`src/acs_pkg.sv`:
```
package acs_pkg;
  // ----------------------------------------
  // Revisions
  // ----------------------------------------
  localparam logic [1:0] REV_FIRST  = 2'h0;  // Earliest silicon
  localparam logic [1:0] REV_SECOND = 2'h1;  // Second silicon
  localparam logic [1:0] REV_LATEST = 2'h2;  // Current silicon
  // ----------------------------------------
  // Compute modes
  // ----------------------------------------
  localparam logic [2:0] MODE_BASIC = 3'h0;  // Plain conversion
  localparam logic [2:0] MODE_BURST = 3'h3;  // Burst average
  // ----------------------------------------
  // Widths, limits, timing
  // ----------------------------------------
  localparam int          CNT_W     = 8;      // Counter widths
  localparam logic [7:0]  ACQ_MAX   = 8'hff;  // Largest acquisition count
  localparam logic [7:0]  CNT_ONE   = 8'h01;  // Counter stall value
  localparam int          SYS_MHZ   = 50;     // System clock rate
  localparam int          FAST_MHZ  = 40;     // Fast oscillator limit
  localparam logic [7:0]  CONV_CYC  = 8'h0e;  // Clocks per conversion
  // ----------------------------------------
  // State
  // ----------------------------------------
  typedef enum logic [2:0] {ST_IDLE, ST_PRE, ST_ACQ, ST_CONV, ST_DONE, ST_HUNG} acs_state_type;
endpackage : acs_pkg

```
`src/acs_tick_if.sv`:
```
`timescale 1ns/1ps
// Conversion clock tick between sequencer and divider
interface acs_tick_if;
  logic       use_rc;   // Dedicated RC clock selected
  logic [7:0] divide;   // System clock divider
  logic       tick;     // One conversion clock period
  modport src (input use_rc, input divide, output tick);
  modport snk (output use_rc, output divide, input tick);
endinterface : acs_tick_if

```
`src/acs_tick_gen.sv`:
```
`timescale 1ns/1ps
// Conversion clock tick generator
module acs_tick_gen (
  // Clock and reset
  input wire logic  CLOCK,
  input wire logic  RST_N,
  // Tick link
  acs_tick_if.src   tk
);
  typedef struct packed {
    logic [7:0] cnt;  // Divider count
    logic       tick; // Tick out
  } acs_tick_type;
  acs_tick_type st_reg, st_next;

  // Divider; RC clock modelled as fixed division by two
  always_comb begin
    st_next      = st_reg;
    st_next.tick = 1'b0;
    if (st_reg.cnt == 8'h00) begin
      st_next.tick = 1'b1;
      st_next.cnt  = tk.use_rc ? 8'h01 : tk.divide;
    end else begin
      st_next.cnt  = st_reg.cnt - 8'h01;
    end
  end

  // State register
  always_ff @(posedge CLOCK or negedge RST_N) begin
    if (!RST_N) begin
      st_reg <= '0;
    end else begin
      st_reg <= st_next;
    end
  end

  assign tk.tick = st_reg.tick;
endmodule : acs_tick_gen

```
`src/acs_sequencer.sv`:
```
`timescale 1ns/1ps
// ----------------------------------------
// Converter sequencer
// ----------------------------------------
// Errata this block models, and the software workarounds for them
// Earliest revision: RC-clocked results are corrupted
// Software keeps conversion clock period long enough
// Burst, non-repeat, double sample: counter stalls
// Software uses repeat run plus stop-on-irq
// Sleep option: single sample burst averaging
// Early revisions, fast system clock: go hangs
// Software selects RC clock on early revisions
// Double sample zero timing inserts maximum acquisition
// Zero timing: first conversion has no precharge or acquisition
// Software avoids delay by single conversions
// Burst counts completed runs, interrupt at target
module acs_sequencer #(
  parameter logic [1:0] REVISION = acs_pkg::REV_LATEST,  // Silicon revision modelled
  parameter int         OSC_MHZ  = acs_pkg::SYS_MHZ      // System oscillator rate
) (
  // Clock and reset
  input  wire logic        CLOCK,
  input  wire logic        RST_N,
  // Configuration
  input  wire logic        DEDICATED_RC_CLOCK,
  input  wire logic [7:0]  CLOCK_DIVIDE,
  input  wire logic [2:0]  COMPUTE_MODE_FIELD,
  input  wire logic        REPEAT_RUN_ENABLE,
  input  wire logic        DOUBLE_SAMPLE_ENABLE,
  input  wire logic        STOP_ON_IRQ,
  input  wire logic [7:0]  PRECHARGE_CYCLES,
  input  wire logic [7:0]  ACQUISITION_CYCLES,
  input  wire logic [7:0]  REPEAT_TARGET,
  // Control
  input  wire logic        GO_SET,
  input  wire logic        GO_CLEAR,
  // Analog core
  input  wire logic [11:0] SAMPLE_IN,
  // Status
  output logic             GO_BUSY,
  output logic             PRECHARGE_ON,
  output logic             ACQUIRE_ON,
  output logic             CONVERT_ON,
  output logic [7:0]       REPEAT_COUNTER,
  output logic [11:0]      RESULT,
  output logic             RESULT_CORRUPT,
  output logic             CONVERTER_IRQ
);
  // ----------------------------------------
  // State
  // ----------------------------------------
  typedef struct packed {
    acs_pkg::acs_state_type fsm;    // Sequence state
    logic [7:0]  timer;             // Phase timer in ticks
    logic        second;            // Second of a pair
    logic        go;                // Go bit
    logic [7:0]  count;             // Repeat counter
    logic [11:0] result;            // Last result
    logic        corrupt;           // Result invalid
    logic        irq;               // Interrupt pulse
  } acs_seq_type;
  acs_seq_type s_reg, s_next;

  acs_tick_if tk ();
  assign tk.use_rc = DEDICATED_RC_CLOCK;
  assign tk.divide = CLOCK_DIVIDE;

  acs_tick_gen u_tick (
    .CLOCK (CLOCK),
    .RST_N (RST_N),
    .tk    (tk)
  );

  // Fault conditions, two on the earliest revision and one on the second, and burst mode decode
  logic rc_broken;    // RC clock gives bad results
  logic fast_hang;    // Fast oscillator hangs conversion
  logic burst;        // Burst average mode
  logic stall;        // Counter stall condition
  assign rc_broken = (REVISION == acs_pkg::REV_FIRST) && DEDICATED_RC_CLOCK;
  assign fast_hang = (REVISION != acs_pkg::REV_LATEST) && !DEDICATED_RC_CLOCK
                     && (OSC_MHZ > acs_pkg::FAST_MHZ);
  assign burst     = (COMPUTE_MODE_FIELD == acs_pkg::MODE_BURST);
  assign stall     = burst && !REPEAT_RUN_ENABLE && DOUBLE_SAMPLE_ENABLE;

  // ----------------------------------------
  // Next state
  // ----------------------------------------
  always_comb begin
    s_next     = s_reg;
    s_next.irq = 1'b0;
    case (s_reg.fsm)
      acs_pkg::ST_IDLE: begin
        if (GO_SET) begin
          s_next.go     = 1'b1;
          s_next.second = 1'b0;
          // New run restarts the repeat count, no leftover from a stall
          s_next.count  = 8'h00;
          // First conversion honours programmed timing
          if (PRECHARGE_CYCLES != 8'h00) begin
            s_next.fsm   = acs_pkg::ST_PRE;
            s_next.timer = PRECHARGE_CYCLES;
          end else if (ACQUISITION_CYCLES != 8'h00) begin
            s_next.fsm   = acs_pkg::ST_ACQ;
            s_next.timer = ACQUISITION_CYCLES;
          end else begin
            s_next.fsm   = acs_pkg::ST_CONV;
            s_next.timer = acs_pkg::CONV_CYC;
          end
        end
      end
      acs_pkg::ST_PRE: begin
        if (GO_CLEAR) begin
          s_next.fsm = acs_pkg::ST_IDLE;
          s_next.go  = 1'b0;
        end else if (tk.tick) begin
          if (s_reg.timer > 8'h01) begin
            s_next.timer = s_reg.timer - 8'h01;
          end else if (ACQUISITION_CYCLES != 8'h00) begin
            s_next.fsm   = acs_pkg::ST_ACQ;
            s_next.timer = ACQUISITION_CYCLES;
          end else begin
            s_next.fsm   = acs_pkg::ST_CONV;
            s_next.timer = acs_pkg::CONV_CYC;
          end
        end
      end
      acs_pkg::ST_ACQ: begin
        if (GO_CLEAR) begin
          s_next.fsm = acs_pkg::ST_IDLE;
          s_next.go  = 1'b0;
        end else if (tk.tick) begin
          if (s_reg.timer > 8'h01) begin
            s_next.timer = s_reg.timer - 8'h01;
          end else begin
            s_next.fsm   = acs_pkg::ST_CONV;
            s_next.timer = acs_pkg::CONV_CYC;
          end
        end
      end
      acs_pkg::ST_CONV: begin
        if (GO_CLEAR) begin
          s_next.fsm = acs_pkg::ST_IDLE;
          s_next.go  = 1'b0;
        end else if (tk.tick) begin
          if (s_reg.timer > 8'h01) begin
            s_next.timer = s_reg.timer - 8'h01;
          end else if (fast_hang) begin
            s_next.fsm = acs_pkg::ST_HUNG;
          end else begin
            s_next.result  = SAMPLE_IN;
            s_next.corrupt = rc_broken;
            if (DOUBLE_SAMPLE_ENABLE && !s_reg.second) begin
              s_next.second = 1'b1;
              if (PRECHARGE_CYCLES == 8'h00 && ACQUISITION_CYCLES == 8'h00) begin
                s_next.fsm   = acs_pkg::ST_ACQ;
                s_next.timer = acs_pkg::ACQ_MAX;
              end else if (PRECHARGE_CYCLES != 8'h00) begin
                s_next.fsm   = acs_pkg::ST_PRE;
                s_next.timer = PRECHARGE_CYCLES;
              end else begin
                s_next.fsm   = acs_pkg::ST_ACQ;
                s_next.timer = ACQUISITION_CYCLES;
              end
            end else begin
              s_next.fsm = acs_pkg::ST_DONE;
            end
          end
        end
      end
      acs_pkg::ST_DONE: begin
        s_next.fsm = acs_pkg::ST_IDLE;
        s_next.go  = 1'b0;
        if (burst) begin
          // Burst accumulates one count per completed run
          if (!(stall && s_reg.count >= acs_pkg::CNT_ONE)) begin
            s_next.count = s_reg.count + 8'h01;
          end
          if (stall) begin
            // Counter parks at one; the burst ends with no irq
            s_next.go = 1'b0;
          end else if (s_next.count >= REPEAT_TARGET) begin
            s_next.irq = 1'b1;
            if (REPEAT_RUN_ENABLE && !STOP_ON_IRQ) begin
              // Repeat run opens a fresh burst
              s_next.go     = 1'b1;
              s_next.fsm    = acs_pkg::ST_CONV;
              s_next.timer  = acs_pkg::CONV_CYC;
              s_next.second = 1'b0;
              s_next.count  = 8'h00;
            end
          end else begin
            // Burst goes on by itself until the target is met
            s_next.go     = 1'b1;
            s_next.fsm    = acs_pkg::ST_CONV;
            s_next.timer  = acs_pkg::CONV_CYC;
            s_next.second = 1'b0;
          end
        end else begin
          s_next.irq = 1'b1;
          if (REPEAT_RUN_ENABLE && !STOP_ON_IRQ) begin
            s_next.go    = 1'b1;
            s_next.fsm   = acs_pkg::ST_CONV;
            s_next.timer = acs_pkg::CONV_CYC;
            s_next.second = 1'b0;
          end
        end
        if (s_next.irq && STOP_ON_IRQ) begin
          s_next.fsm = acs_pkg::ST_IDLE;
          s_next.go  = 1'b0;
        end
      end
      acs_pkg::ST_HUNG: begin
        // Go stays set until software clears it
        if (GO_CLEAR) begin
          s_next.fsm = acs_pkg::ST_IDLE;
          s_next.go  = 1'b0;
        end
      end
      default: s_next.fsm = acs_pkg::ST_IDLE;
    endcase
  end

  // State register
  always_ff @(posedge CLOCK or negedge RST_N) begin
    if (!RST_N) begin
      s_reg     <= '0;
      s_reg.fsm <= acs_pkg::ST_IDLE;
    end else begin
      s_reg <= s_next;
    end
  end

  // Registered outputs
  always_ff @(posedge CLOCK or negedge RST_N) begin
    if (!RST_N) begin
      GO_BUSY        <= 1'b0;
      PRECHARGE_ON   <= 1'b0;
      ACQUIRE_ON     <= 1'b0;
      CONVERT_ON     <= 1'b0;
      REPEAT_COUNTER <= 8'h00;
      RESULT         <= 12'h000;
      RESULT_CORRUPT <= 1'b0;
      CONVERTER_IRQ  <= 1'b0;
    end else begin
      GO_BUSY        <= s_next.go;
      PRECHARGE_ON   <= (s_next.fsm == acs_pkg::ST_PRE);
      ACQUIRE_ON     <= (s_next.fsm == acs_pkg::ST_ACQ);
      CONVERT_ON     <= (s_next.fsm == acs_pkg::ST_CONV);
      REPEAT_COUNTER <= s_next.count;
      RESULT         <= s_next.result;
      RESULT_CORRUPT <= s_next.corrupt;
      CONVERTER_IRQ  <= s_next.irq;
    end
  end
endmodule : acs_sequencer

```
`config.mk`:
```
export PLATFORM = sky130hd
export DESIGN_NAME = acs_sequencer
export DESIGN_NICKNAME = d
export VERILOG_FILES = /design/src/acs_pkg.sv /design/src/acs_tick_if.sv /design/src/acs_tick_gen.sv /design/src/acs_sequencer.sv
export SDC_FILE = /design/constraint.sdc
export NUM_CORES = 1
export LEC_CHECK = 0
export ABC_AREA = 1
export BUFFER_PORTS_ARGS = -buffer_cell sky130_fd_sc_hd__buf_2
export CAP_MARGIN = 20
export CORE_ASPECT_RATIO = 0.9
export CORE_MARGIN = 8
export CORE_UTILIZATION = 35
export DETAILED_ROUTE_END_ITERATION = 6
export GPL_ROUTABILITY_DRIVEN = 0
export GPL_TIMING_DRIVEN = 0
export PLACE_DENSITY = 0.61
export SLEW_MARGIN = 20
export SYNTH_ARGS = -nofsm -noshare
export SYNTH_HDL_FRONTEND = slang
export SYNTH_SLANG_ARGS = --single-unit
```
`constraint.sdc`:
```
create_clock -name CLOCK -period 2.7 [get_ports CLOCK]
set_clock_uncertainty 0.15 [all_clocks]
set_input_delay 0.27 -clock CLOCK [delete_from_list [all_inputs] [get_ports CLOCK]]
set_output_delay 0.27 -clock CLOCK [all_outputs]
set_load 0.1 [all_outputs]
```
; ---- Word-level counts from Yosys, hierarchy flattened
; Index checks and enable logic that the tools add are counted.
[totals]
regBits = 46
inputBits = 55
out_inout_bits = 26
elab_cells = 127
[classes]
n_addsub = 3
magnitude_cmp = 3
n_eq_ne = 24
n_mux = 57
bitwise_logic = 2
n_reduce_logical = 26
[op_table]
columns = cell, n
row1 = two-way mux 8 bit, 13
row2 = two-way mux 11 bit, 8
row3 = two-way mux 12 bit, 4
row4 = case mux 8 bit (5 select lines), 1
row5 = two-way mux 3 bit, 9
row6 = two-way mux 9 bit, 3
row7 = zero test 8 bit, 3
row8 = two-way mux 21 bit, 1
row9 = two-way mux 10 bit, 2
row10 = two-way mux 20 bit, 1
row11 = case mux 3 bit (6 select lines), 1
row12 = case mux 8 bit (2 select lines), 1
row13 = nonzero test 8 bit, 2
row14 = subtractor 8 x 1 -> 8 bit (second input constant), 2
row15 = == test 3 x 2 -> 1 bit (second input constant), 5
row16 = inequality test 2 bit (second input constant), 7
row17 = two-way mux 13 bit, 1
row18 = AND reduction 12 bit, 1
row19 = two-way mux 1 bit, 10
row20 = inequality test 3 bit (second input constant), 3
row21 = AND reduction 9 bit, 1
row22 = adder 8 x 1 -> 8 bit (second input constant), 1
row23 = >= comparator 8 x 1 -> 1 bit (second input constant), 1
row24 = >= comparator 8 bit, 1
row25 = 16 further kinds, 33

; ---- Logic depth before layout (Yosys ltp)
; Gate-level depths: netlist (run 1).
[depth]
depth_word = 16
mapped_depth = 20
depth_no_buf = 20

; ---- Cells and area by module
; Synthesis (run 1) repeated with hierarchy kept, for this count alone.
[unflattened]
hier_cells = 534
hier_area_um2 = 3701.0
[by_module_without_submodules]
columns = module, instances, cells_each, area_each_um2, seq_area_each_um2
row1 = acs_sequencer, 1, 464, 3144.3, 925.9
row2 = acs_tick_gen, 1, 70, 556.8, 225.2

; ---- Worst setup path after synthesis (run 1)
; OpenSTA, ideal clock, no wires.
[synth_path]
kind = register to register
start = reg REPEAT_COUNTER[1] (netlist name)
end = reg s_reg[26] in the netlist's numbering
setup_ns = 0.117
arrival_time_ns = 2.488
required_ns = 2.433
setup_slack_ns = -0.054
path_stages_with_launch = 18
n_path_buf = 0
period_less_slack_ns = 2.754
path_cell_list = dfrtp_1 -> inv_1 -> ha_1 -> nor2_1 -> nand4_1 -> nand2_1 -> nand2_1 -> nand2_1 -> inv_1 -> ha_1 -> nand2_1 -> o21a_1 -> nand3_1 -> nand3_1 -> nand2_4 -> inv_4 -> nor2_1 -> nor2_1
[synth_rtl]
columns = item, line_no
row1 = "end signal, assigned", acs_sequencer.sv:229  ; s_reg <= s_next;
row2 = "end, declared", acs_sequencer.sv:62  ; acs_seq_type s_reg, s_next;

==> results of run 1 <==
-- what timing repair did --
item                                   in CTS  in global routing
resized for setup                           7                 76
cloned                                      0                  1
setup buffers                               9                  3
endpoints found under the hold margin       0                 46
pin swaps                                   3                 18
setup endpoints to repair                  24                 23
hold buffers                                0                  1
-- routing by layer --
metal  vias to the layer above  share of wire [%]  GRT usage (%)
met4                         0                1.0           2.60
li1                       1792                  -              -
met1                      1669                 42           17.2
met5                         -                  0              0
met3                        13                6.5           2.53
met2                        95                 51           23.5
-- report_power, final --
| part | switching (uW) | internal [uW] |
|---|---|---|
| combinational | 376 | 213 |
| clock | 247 | 437 |
| sequential | 72.6 | 766 |
-- logic make-up (layout without fill, tap and decap cells) --
kind of cell	after synthesis	in the layout	synth area share, %
AO/OA/AOI/OAI	66	66	10.2
XOR/XNOR	12	12	2.95
adder cells (fa/ha/maj)	15	15	5.27
buffers and inverters	103	204	13.5
flip-flops	46	46	32.3
multiplexers	12	12	4.85
other	1	1	0.105
AND/OR/NAND/NOR	247	247	30.8
-- synthesized netlist by cell type, types with 3 or more instances --
library cell  number  area (um2)
nand2_1          129         484
nor2_1            46         173
o21ai_1            4        20.0
buf_4             22         165
ha_1              15         188
nand2_2            3        18.8
nor2_2             6        37.5
mux2_4            10         150
dfrtp_1           46        1150
o21ai_0           24         120
nor3_1             5        25.0
nand3_1           41         205
inv_1             70         263
a21oi_1           22         110
nand4_1            8        50.1
xnor2_1            3        26.3
o22ai_1            8        50.1
xor2_1             9        78.8
inv_2              7        26.3
-- path summary, 6_finish.rpt --
| kind | endpoint | start |
|---|---|---|
| max | s_reg[28]$_DFFE_PN0P_ | REPEAT_COUNTER[3]$_DFFE_PN0P_ |
| min | u_tick.st_reg[3]$_DFF_PN0_ | CLOCK_DIVIDE[2] |
| max reg2reg | s_reg[28]$_DFFE_PN0P_ | REPEAT_COUNTER[3]$_DFFE_PN0P_ |
| min reg2reg | u_tick.st_reg[1]$_DFF_PN0_ | u_tick.st_reg[1]$_DFF_PN0_ |
| max in group asynchronous | REPEAT_COUNTER[4]$_DFFE_PN0P_ | RST_N |
| min in group asynchronous | REPEAT_COUNTER[7]$_DFFE_PN0P_ | RST_N |
-- cell type report --
type                       instances  area, um2  share of cell area (%)
tap                              129        161                    3.42
timing repair buffer              92        509                    10.8
buffer                            24        181                    3.85
multi-input combinational        353       2230                    47.3
timing repair inverter             1       6.26                   0.133
clock buffer                       6        129                    2.73
inverter                          79        307                    6.50
sequential                        46       1150                    24.5
clock inverter                     2       37.5                   0.796
-- layout by cell type, fill, tap and decap left out, types with 21 or more instances in the layout --
cell	instances
a21oi_1	21
nand2_2	24
dfrtp_1	44
buf_4	32
inv_1	61
o21ai_0	22
buf_2	79
nand2_1	103
nor2_1	38
nand3_1	34
-- worst register-to-register path: stages, from the launching register on --
cell	delay, ps
dfrtp_1	390
nor4_2	290
nand4_1	220
nand2_4	180
buf_6	120
nand2_2	40
nand2_2	70
inv_2	50
ha_4	260
nand2_2	50
inv_2	40
nand2_2	50
nand2_2	60
nand2_2	70
nand3_4	110
nand3_4	140
nand2_8	140
inv_4	60
nand2_1	60
o21ai_1	60
-- metrics by stage --
stage	std cells	utilization [%]
after global routing	732	46.8
after global placement	710	40.9
after floorplan	502	-
final	732	46.8
after detailed placement	710	40.9
after CTS	727	43.6
==> results by group, run 1 <==
STA
  – Fmax achieved: between 0.3 and 0.4 GHz
  – Unrepaired setup endpoints after global routing: true
  – Fraction of the cycle the final worst path needs: 101%
  – Period minus WS final: roughly 2700 ps
  – Post-route setup TNS: -15.1 ps
  – Setup ws final: -15.1 ps
  – Worst slew margin relative to its limit: about three fifths
  – Slew at the pin closest to its max-slew limit: 595 ps
  – Setup violators final: 1
  – Final hold violations: 0
  – Smallest hold slack: approximately 35 ps
  – Max-slew violation count: 0

Final layout
  – Ant diodes: 0
  – # nets final: ~670
  – Fin area: ~4700 um2
  – Fraction of final layout cells sized beyond drive strength 1: between 30 and 40%
  – Area added between synthesis and finish: 32.4%
  – Fill cell instance count of the final layout: 1033

Power and ir drop
  – Power Total: 2110 uW
  – Leakage Power: 0.00252 uW
  – Max VDD drop: between 200 and 250 uV
  – Ratio of total power to cell area: approximately 450 nW/um2

Place
  – Post-DP HPWL: 7380 um
  – Post-Place Worst Slack: -521 ps
  – Placed Area: about 4100 um2
  – IO Port Bufs: 79

Drt
  – DRC marker count from the first detailed-route iteration: between 200 and 250
  – Via density: ~4.9
  – Detailed-route wire length per cell: roughly 13 um
  – Remaining design rule violation count: 0
  – Final ANT Viol Nets: 0
  – Total detailed-routing wirelength: 9670 um
  – Count of TritonRoute iterations in the first routing pass: 4
  – Vias after detailed routing: ~3600

Synthesis
  – Number of flops mapped to enable cells by yosys: 0
  – Predominant post-synthesis flop cell: dfrtp_1
  – Distinct cells, synth: 39
  – Average cell area after synthesis: roughly 7.1 um2
  – Share of synthesized registers carrying an async set or reset: between 90% and 100%
  – Synth warn: 0
  – Cells after synthesis: between 500 and 600
  – Seq/Total Area, Yosys: about a third
  – Syn_nets: about 570
  – Number of register bits inferred by synthesis: 46
  – Netlist area before placement: between 3000 and 4000 um2

Setup path
  – Required @ worst endpoint: between 2000 and 3000 ps
  – Cell type with the highest occurrence count on the critical path: nand2_2
  – Cells along the critical path: nor4_2 -> nand4_1 -> nand2_4 -> buf_6 -> nand2_2 -> nand2_2 -> inv_2 -> ha_4 -> nand2_2 -> inv_2 -> nand2_2 -> nand2_2 -> nand2_2 -> nand3_4 -> nand3_4 -> nand2_8 -> inv_4 -> nand2_1 -> o21ai_1
  – Worst reg-to-reg setup slack: -20 ps
  – Critical-path cell with the highest stage delay: dfrtp_1
  – Path type of the worst setup path: reg2reg
  – Number of stages on the worst setup path: 19
  – Crit path largest cell delay: just under 400 ps
  – Cell class contributing the biggest share of worst-path delay: simple AND/OR/NAND/NOR gates
  – CP Capture Type: flop
  – Critical-path maximum fanout: 7
  – CP startpoint kind: flop
  – Reg2reg path depth: 19
  – Critical Path AT: between 2000 and 3000 ps
  – Number of buffer and inverter stages on the critical path: 4

Floorplanning
  – Core region area: 10100 um2
  – Initial cell density of the core: 35.3%
  – # rows: 35
  – Width of the chip: 122 um
  – Num ports: just over 80
  – Die area: 13700 um2
  – Y dimension of the die: ~110 um

Global routing
  – Overflow left after global routing: 0
  – Pin count of the biggest net entering global routing: between 40 and 50
  – Global-route wire length before repair: between 15000 and 20000 um
  – Number of global-route vias before repair: 3394
  – Total track usage: between 10% and 20%
  – Initial antenna violation count: 0

Status
  – Result of the run: finished, violations left
  – Violated checks: negative setup slack

Run
  – Number of maximum-capacitance violations: 0

Min path
  – Hold crit path type: in2reg
  – Worst hold path cell count: 3

Clock network
  – TritonCTS clock tree: done
  – Sink count of the clock tree: 46
  – Num CTS Buffers: 5
  – CTS Root Buffer Type: clkbuf_16
  – Clock edge transition at the registers on the reported setup and hold paths: 60 ps
  – Insertion delay of the later-clocked pin in the worst-skew pair: roughly 280 ps
  – Number of levels the H-tree was split into: 2
  – Deepest clock path buffer count: 2
Note: power is estimated with default switching activity, not from simulation.
==> inputs of run 2 (changes only) <==
CELL_PAD_IN_SITES_DETAIL_PLACEMENT = 0   (was unset)
CELL_PAD_IN_SITES_GLOBAL_PLACEMENT = 1   (was unset)
PLACE_DENSITY = 0.8   (was 0.61)
SLEW_MARGIN = unset   (was 20)
==> results by group, run 2 (synthesis gave the netlist of run 1 again) <==
Setup path
  – Critical Path AT: 2760 ps (+30 ps)
  – Required @ worst endpoint: 2720 ps (about the same)
  – Launching point of the worst reg2reg path: REPEAT_COUNTER[3]$_DFFE_PN0P_
  – Cell type with the highest occurrence count on the critical path: nand2_2
  – Reg2reg path depth: 18 (-1)
  – Critical-path cell with the highest stage delay: dfrtp_1
  – Critical-path maximum fanout: 8 (+1)
  – Crit path largest cell delay: 410 ps (+20 ps)
  – Endpoint of the lowest-slack register-to-register path: s_reg[27]$_DFFE_PN0P_
  – Path type of the worst setup path: reg2reg
  – CP startpoint kind: flop
  – Cells along the critical path: nor4_2 -> nand4_1 -> nand2_4 -> nand2_2 -> nand2_2 -> inv_2 -> ha_4 -> nand2_2 -> nand3_2 -> nand2_1 -> nand2_1 -> nand2_2 -> nand3_4 -> nand3_4 -> nand2_8 -> inv_8 -> nor2_1 -> nor2_1
  – Number of buffer and inverter stages on the critical path: 2 (-2)
  – Cell class contributing the biggest share of worst-path delay: simple AND/OR/NAND/NOR gates
  – CP Capture Type: flop
  – Worst reg-to-reg setup slack: -40 ps (-30 ps)

Floorplanning
  – Die area: 13700 um2 (unchanged)
  – Width of the chip: 122 um (unchanged)
  – # rows: 35 (unchanged)
  – Initial cell density of the core: 35.3% (unchanged)
  – Core region area: 10100 um2 (unchanged)
  – Num ports: 81 (unchanged)
  – Y dimension of the die: 112 um (unchanged)

Final layout
  – Most frequent cells in the layout: nand2_1 (110), buf_2 (80), inv_1 (66), dfrtp_1 (44), nor2_1 (44)
  – # nets final: 670 (-0.30%)
  – Final core occ: 45.7% (-1.1 points)
  – Ant diodes: 0 (unchanged)
  – Fill cell instance count of the final layout: 1065 (+3.1%)
  – Count of placed standard cells in the final layout, fillers left out: 730 (-0.27%)
  – Fraction of final layout cells sized beyond drive strength 1: 33.4% (-3.9 points)
  – Leading cell type in the layout, fill and taps excluded: nand2_1
  – Area added between synthesis and finish: 29.3%
  – Fin area: 4600 um2 (-2.4%)

Global routing
  – Number of global-route vias before repair: 3557 (+4.8%)
  – Total track usage: 14.4% (+0.76 points)
  – Initial antenna violation count: 0 (unchanged)
  – Global-route wire length before repair: 16300 um (+4.9%)
  – Overflow left after global routing: 0 (unchanged)
  – Pin count of the biggest net entering global routing: 47 (unchanged)

Clock network
  – Insertion delay of the later-clocked pin in the worst-skew pair: 280 ps (about the same)
  – Num CTS Buffers: 5 (unchanged)
  – Sink count of the clock tree: 46 (unchanged)
  – Number of levels the H-tree was split into: 2 (unchanged)
  – CTS Root Buffer Type: clkbuf_16
  – Deepest clock path buffer count: 2 (unchanged)
  – Clock edge transition at the registers on the reported setup and hold paths: 60 ps (about the same)
  – TritonCTS clock tree: done

STA
  – Setup ws final: -42.2 ps (-27.1 ps)
  – Slew at the pin closest to its max-slew limit: 504 ps (-91.2 ps)
  – Unrepaired setup endpoints after global routing: true
  – Worst slew margin relative to its limit: 66.2% (+5.8 points)
  – Setup violators final: 9 (+8)
  – Fmax achieved: 0.365 GHz (-0.99%)
  – Max-slew violation count: 0 (unchanged)
  – Period minus WS final: 2740 ps (+27.1 ps)
  – Fraction of the cycle the final worst path needs: 102% (+1.0 points)
  – Final hold violations: 0 (unchanged)

Power and ir drop
  – Max VDD drop: 227 uV (-2.6%)
  – Ratio of total power to cell area: 442 nW/um2 (-1.3%)
  – Power Total: 2030 uW (-3.7%)
  – Leakage Power: 0.00251 uW (-0.32%)

Min path
  – Endpoint of the worst hold-timing path: u_tick.st_reg[3]$_DFF_PN0_
  – Hold crit path type: in2reg
  – Worst hold path cell count: 3 (unchanged)
  – Hold Path Origin: CLOCK_DIVIDE[2]

Drt
  – Remaining design rule violation count: 0 (unchanged)
  – Total detailed-routing wirelength: 9750 um (+0.73%)
  – Final ANT Viol Nets: 0 (unchanged)
  – Via density: 4.83 (-0.85%)
  – Detailed-route wire length per cell: 13.3 um (+1.0%)
  – Vias after detailed routing: 3529 (-1.1%)
  – Count of TritonRoute iterations in the first routing pass: 4 (unchanged)
  – DRC marker count from the first detailed-route iteration: 179 (-22%)

Place
  – Post-placement cell count: 710 (unchanged)
  – Post-DP HPWL: 7560 um (+2.5%)
  – IO Port Bufs: 79 (unchanged)
  – Placed Area: 4120 um2 (unchanged)

Status
  – Result of the run: finished, violations left
  – Violated checks: negative setup slack

Run
  – Number of maximum-capacitance violations: 0 (unchanged)
==> run 2: changes by cell type in the layout (fill, tap and decap cells not counted), sizes merged <==
cell / previous run / this run
buf: 115 / 113
clkinv: 1 / 2
bufinv: 1 / 0
==> run 2: area by class of cell <==
type,count,area [um2],share of cell area [%]
sequential,46,1150,25.1
clock inverter,2,12.5,0.272
multi-input combinational,353,2140,46.6
timing repair inverter,1,6.26,0.136
buffer,24,181,3.94
tap,129,161,3.51
inverter,79,304,6.61
timing repair buffer,90,500,10.9
clock buffer,6,139,3.02
==> run 2: power by group <==
group          switching (uW)  total (uW)  internal (uW)
Clock                     250         616            366
Sequential               69.9         836            766
Combinational             371         582            210
==> run 2: worst reg2reg max path, cell delays in order, from the launching register on <==
cell,delay [ps]
dfrtp_1,410
nor4_2,280
nand4_1,250
nand2_4,210
nand2_2,70
nand2_2,80
inv_2,60
ha_4,270
nand2_2,50
nand3_2,70
nand2_1,60
nand2_1,70
nand2_2,70
nand3_4,80
nand3_4,140
nand2_8,140
inv_8,50
nor2_1,80
nor2_1,50
==> run 2: layer usage <==
| metal | global-route usage (%) | share of wire [%] | up-vias |
|---|---|---|---|
| met4 | 3.17 | 1.0 | 0 |
| met1 | 18.7 | 44 | 1647 |
| li1 | - | - | 1793 |
| met2 | 24.1 | 50 | 77 |
| met3 | 2.68 | 5.6 | 12 |
| met5 | 0 | 0 | - |
==> run 2: worst max path at each step <==
stage,startpoint,to,depth (start not counted)
2_1_floorplan,REPEAT_COUNTER[1]$_DFFE_PN0P_,s_reg[26]$_DFFE_PN0P_,17
3_3_place_gp,REPEAT_COUNTER[2]$_DFFE_PN0P_,PRECHARGE_ON$_DFF_PN0_,18
3_5_place_dp,REPEAT_COUNTER[4]$_DFFE_PN0P_,ACQUIRE_ON$_DFF_PN0_,18
4_1_cts,REPEAT_COUNTER[3]$_DFFE_PN0P_,s_reg[27]$_DFFE_PN0P_,15
5_1_grt,REPEAT_COUNTER[3]$_DFFE_PN0P_,s_reg[28]$_DFFE_PN0P_,18
6_report,REPEAT_COUNTER[3]$_DFFE_PN0P_,s_reg[27]$_DFFE_PN0P_,18
==> run 2: stage by stage <==
stage / setup WS (ps) / setup TNS (ps) / hold WS [ps]
2_1_floorplan: 50.4 / 0 / -176
3_3_place_gp: -490 / -9890 / 310
3_5_place_dp: -519 / -10590 / 324
4_1_cts: -12.7 / -22.4 / 33.1
5_1_grt: -224 / -3080 / 51.6
6_report: -42.2 / -278 / 38.7
==> run 2: repair_timing <==
item,in CTS,in global routing
setup buffers,7,2
pin swaps,4,3
endpoints found under the hold margin,0,44
cloned,1,0
hold buffers,0,1
endpoints found under the setup margin,24,23
resized for setup,24,30
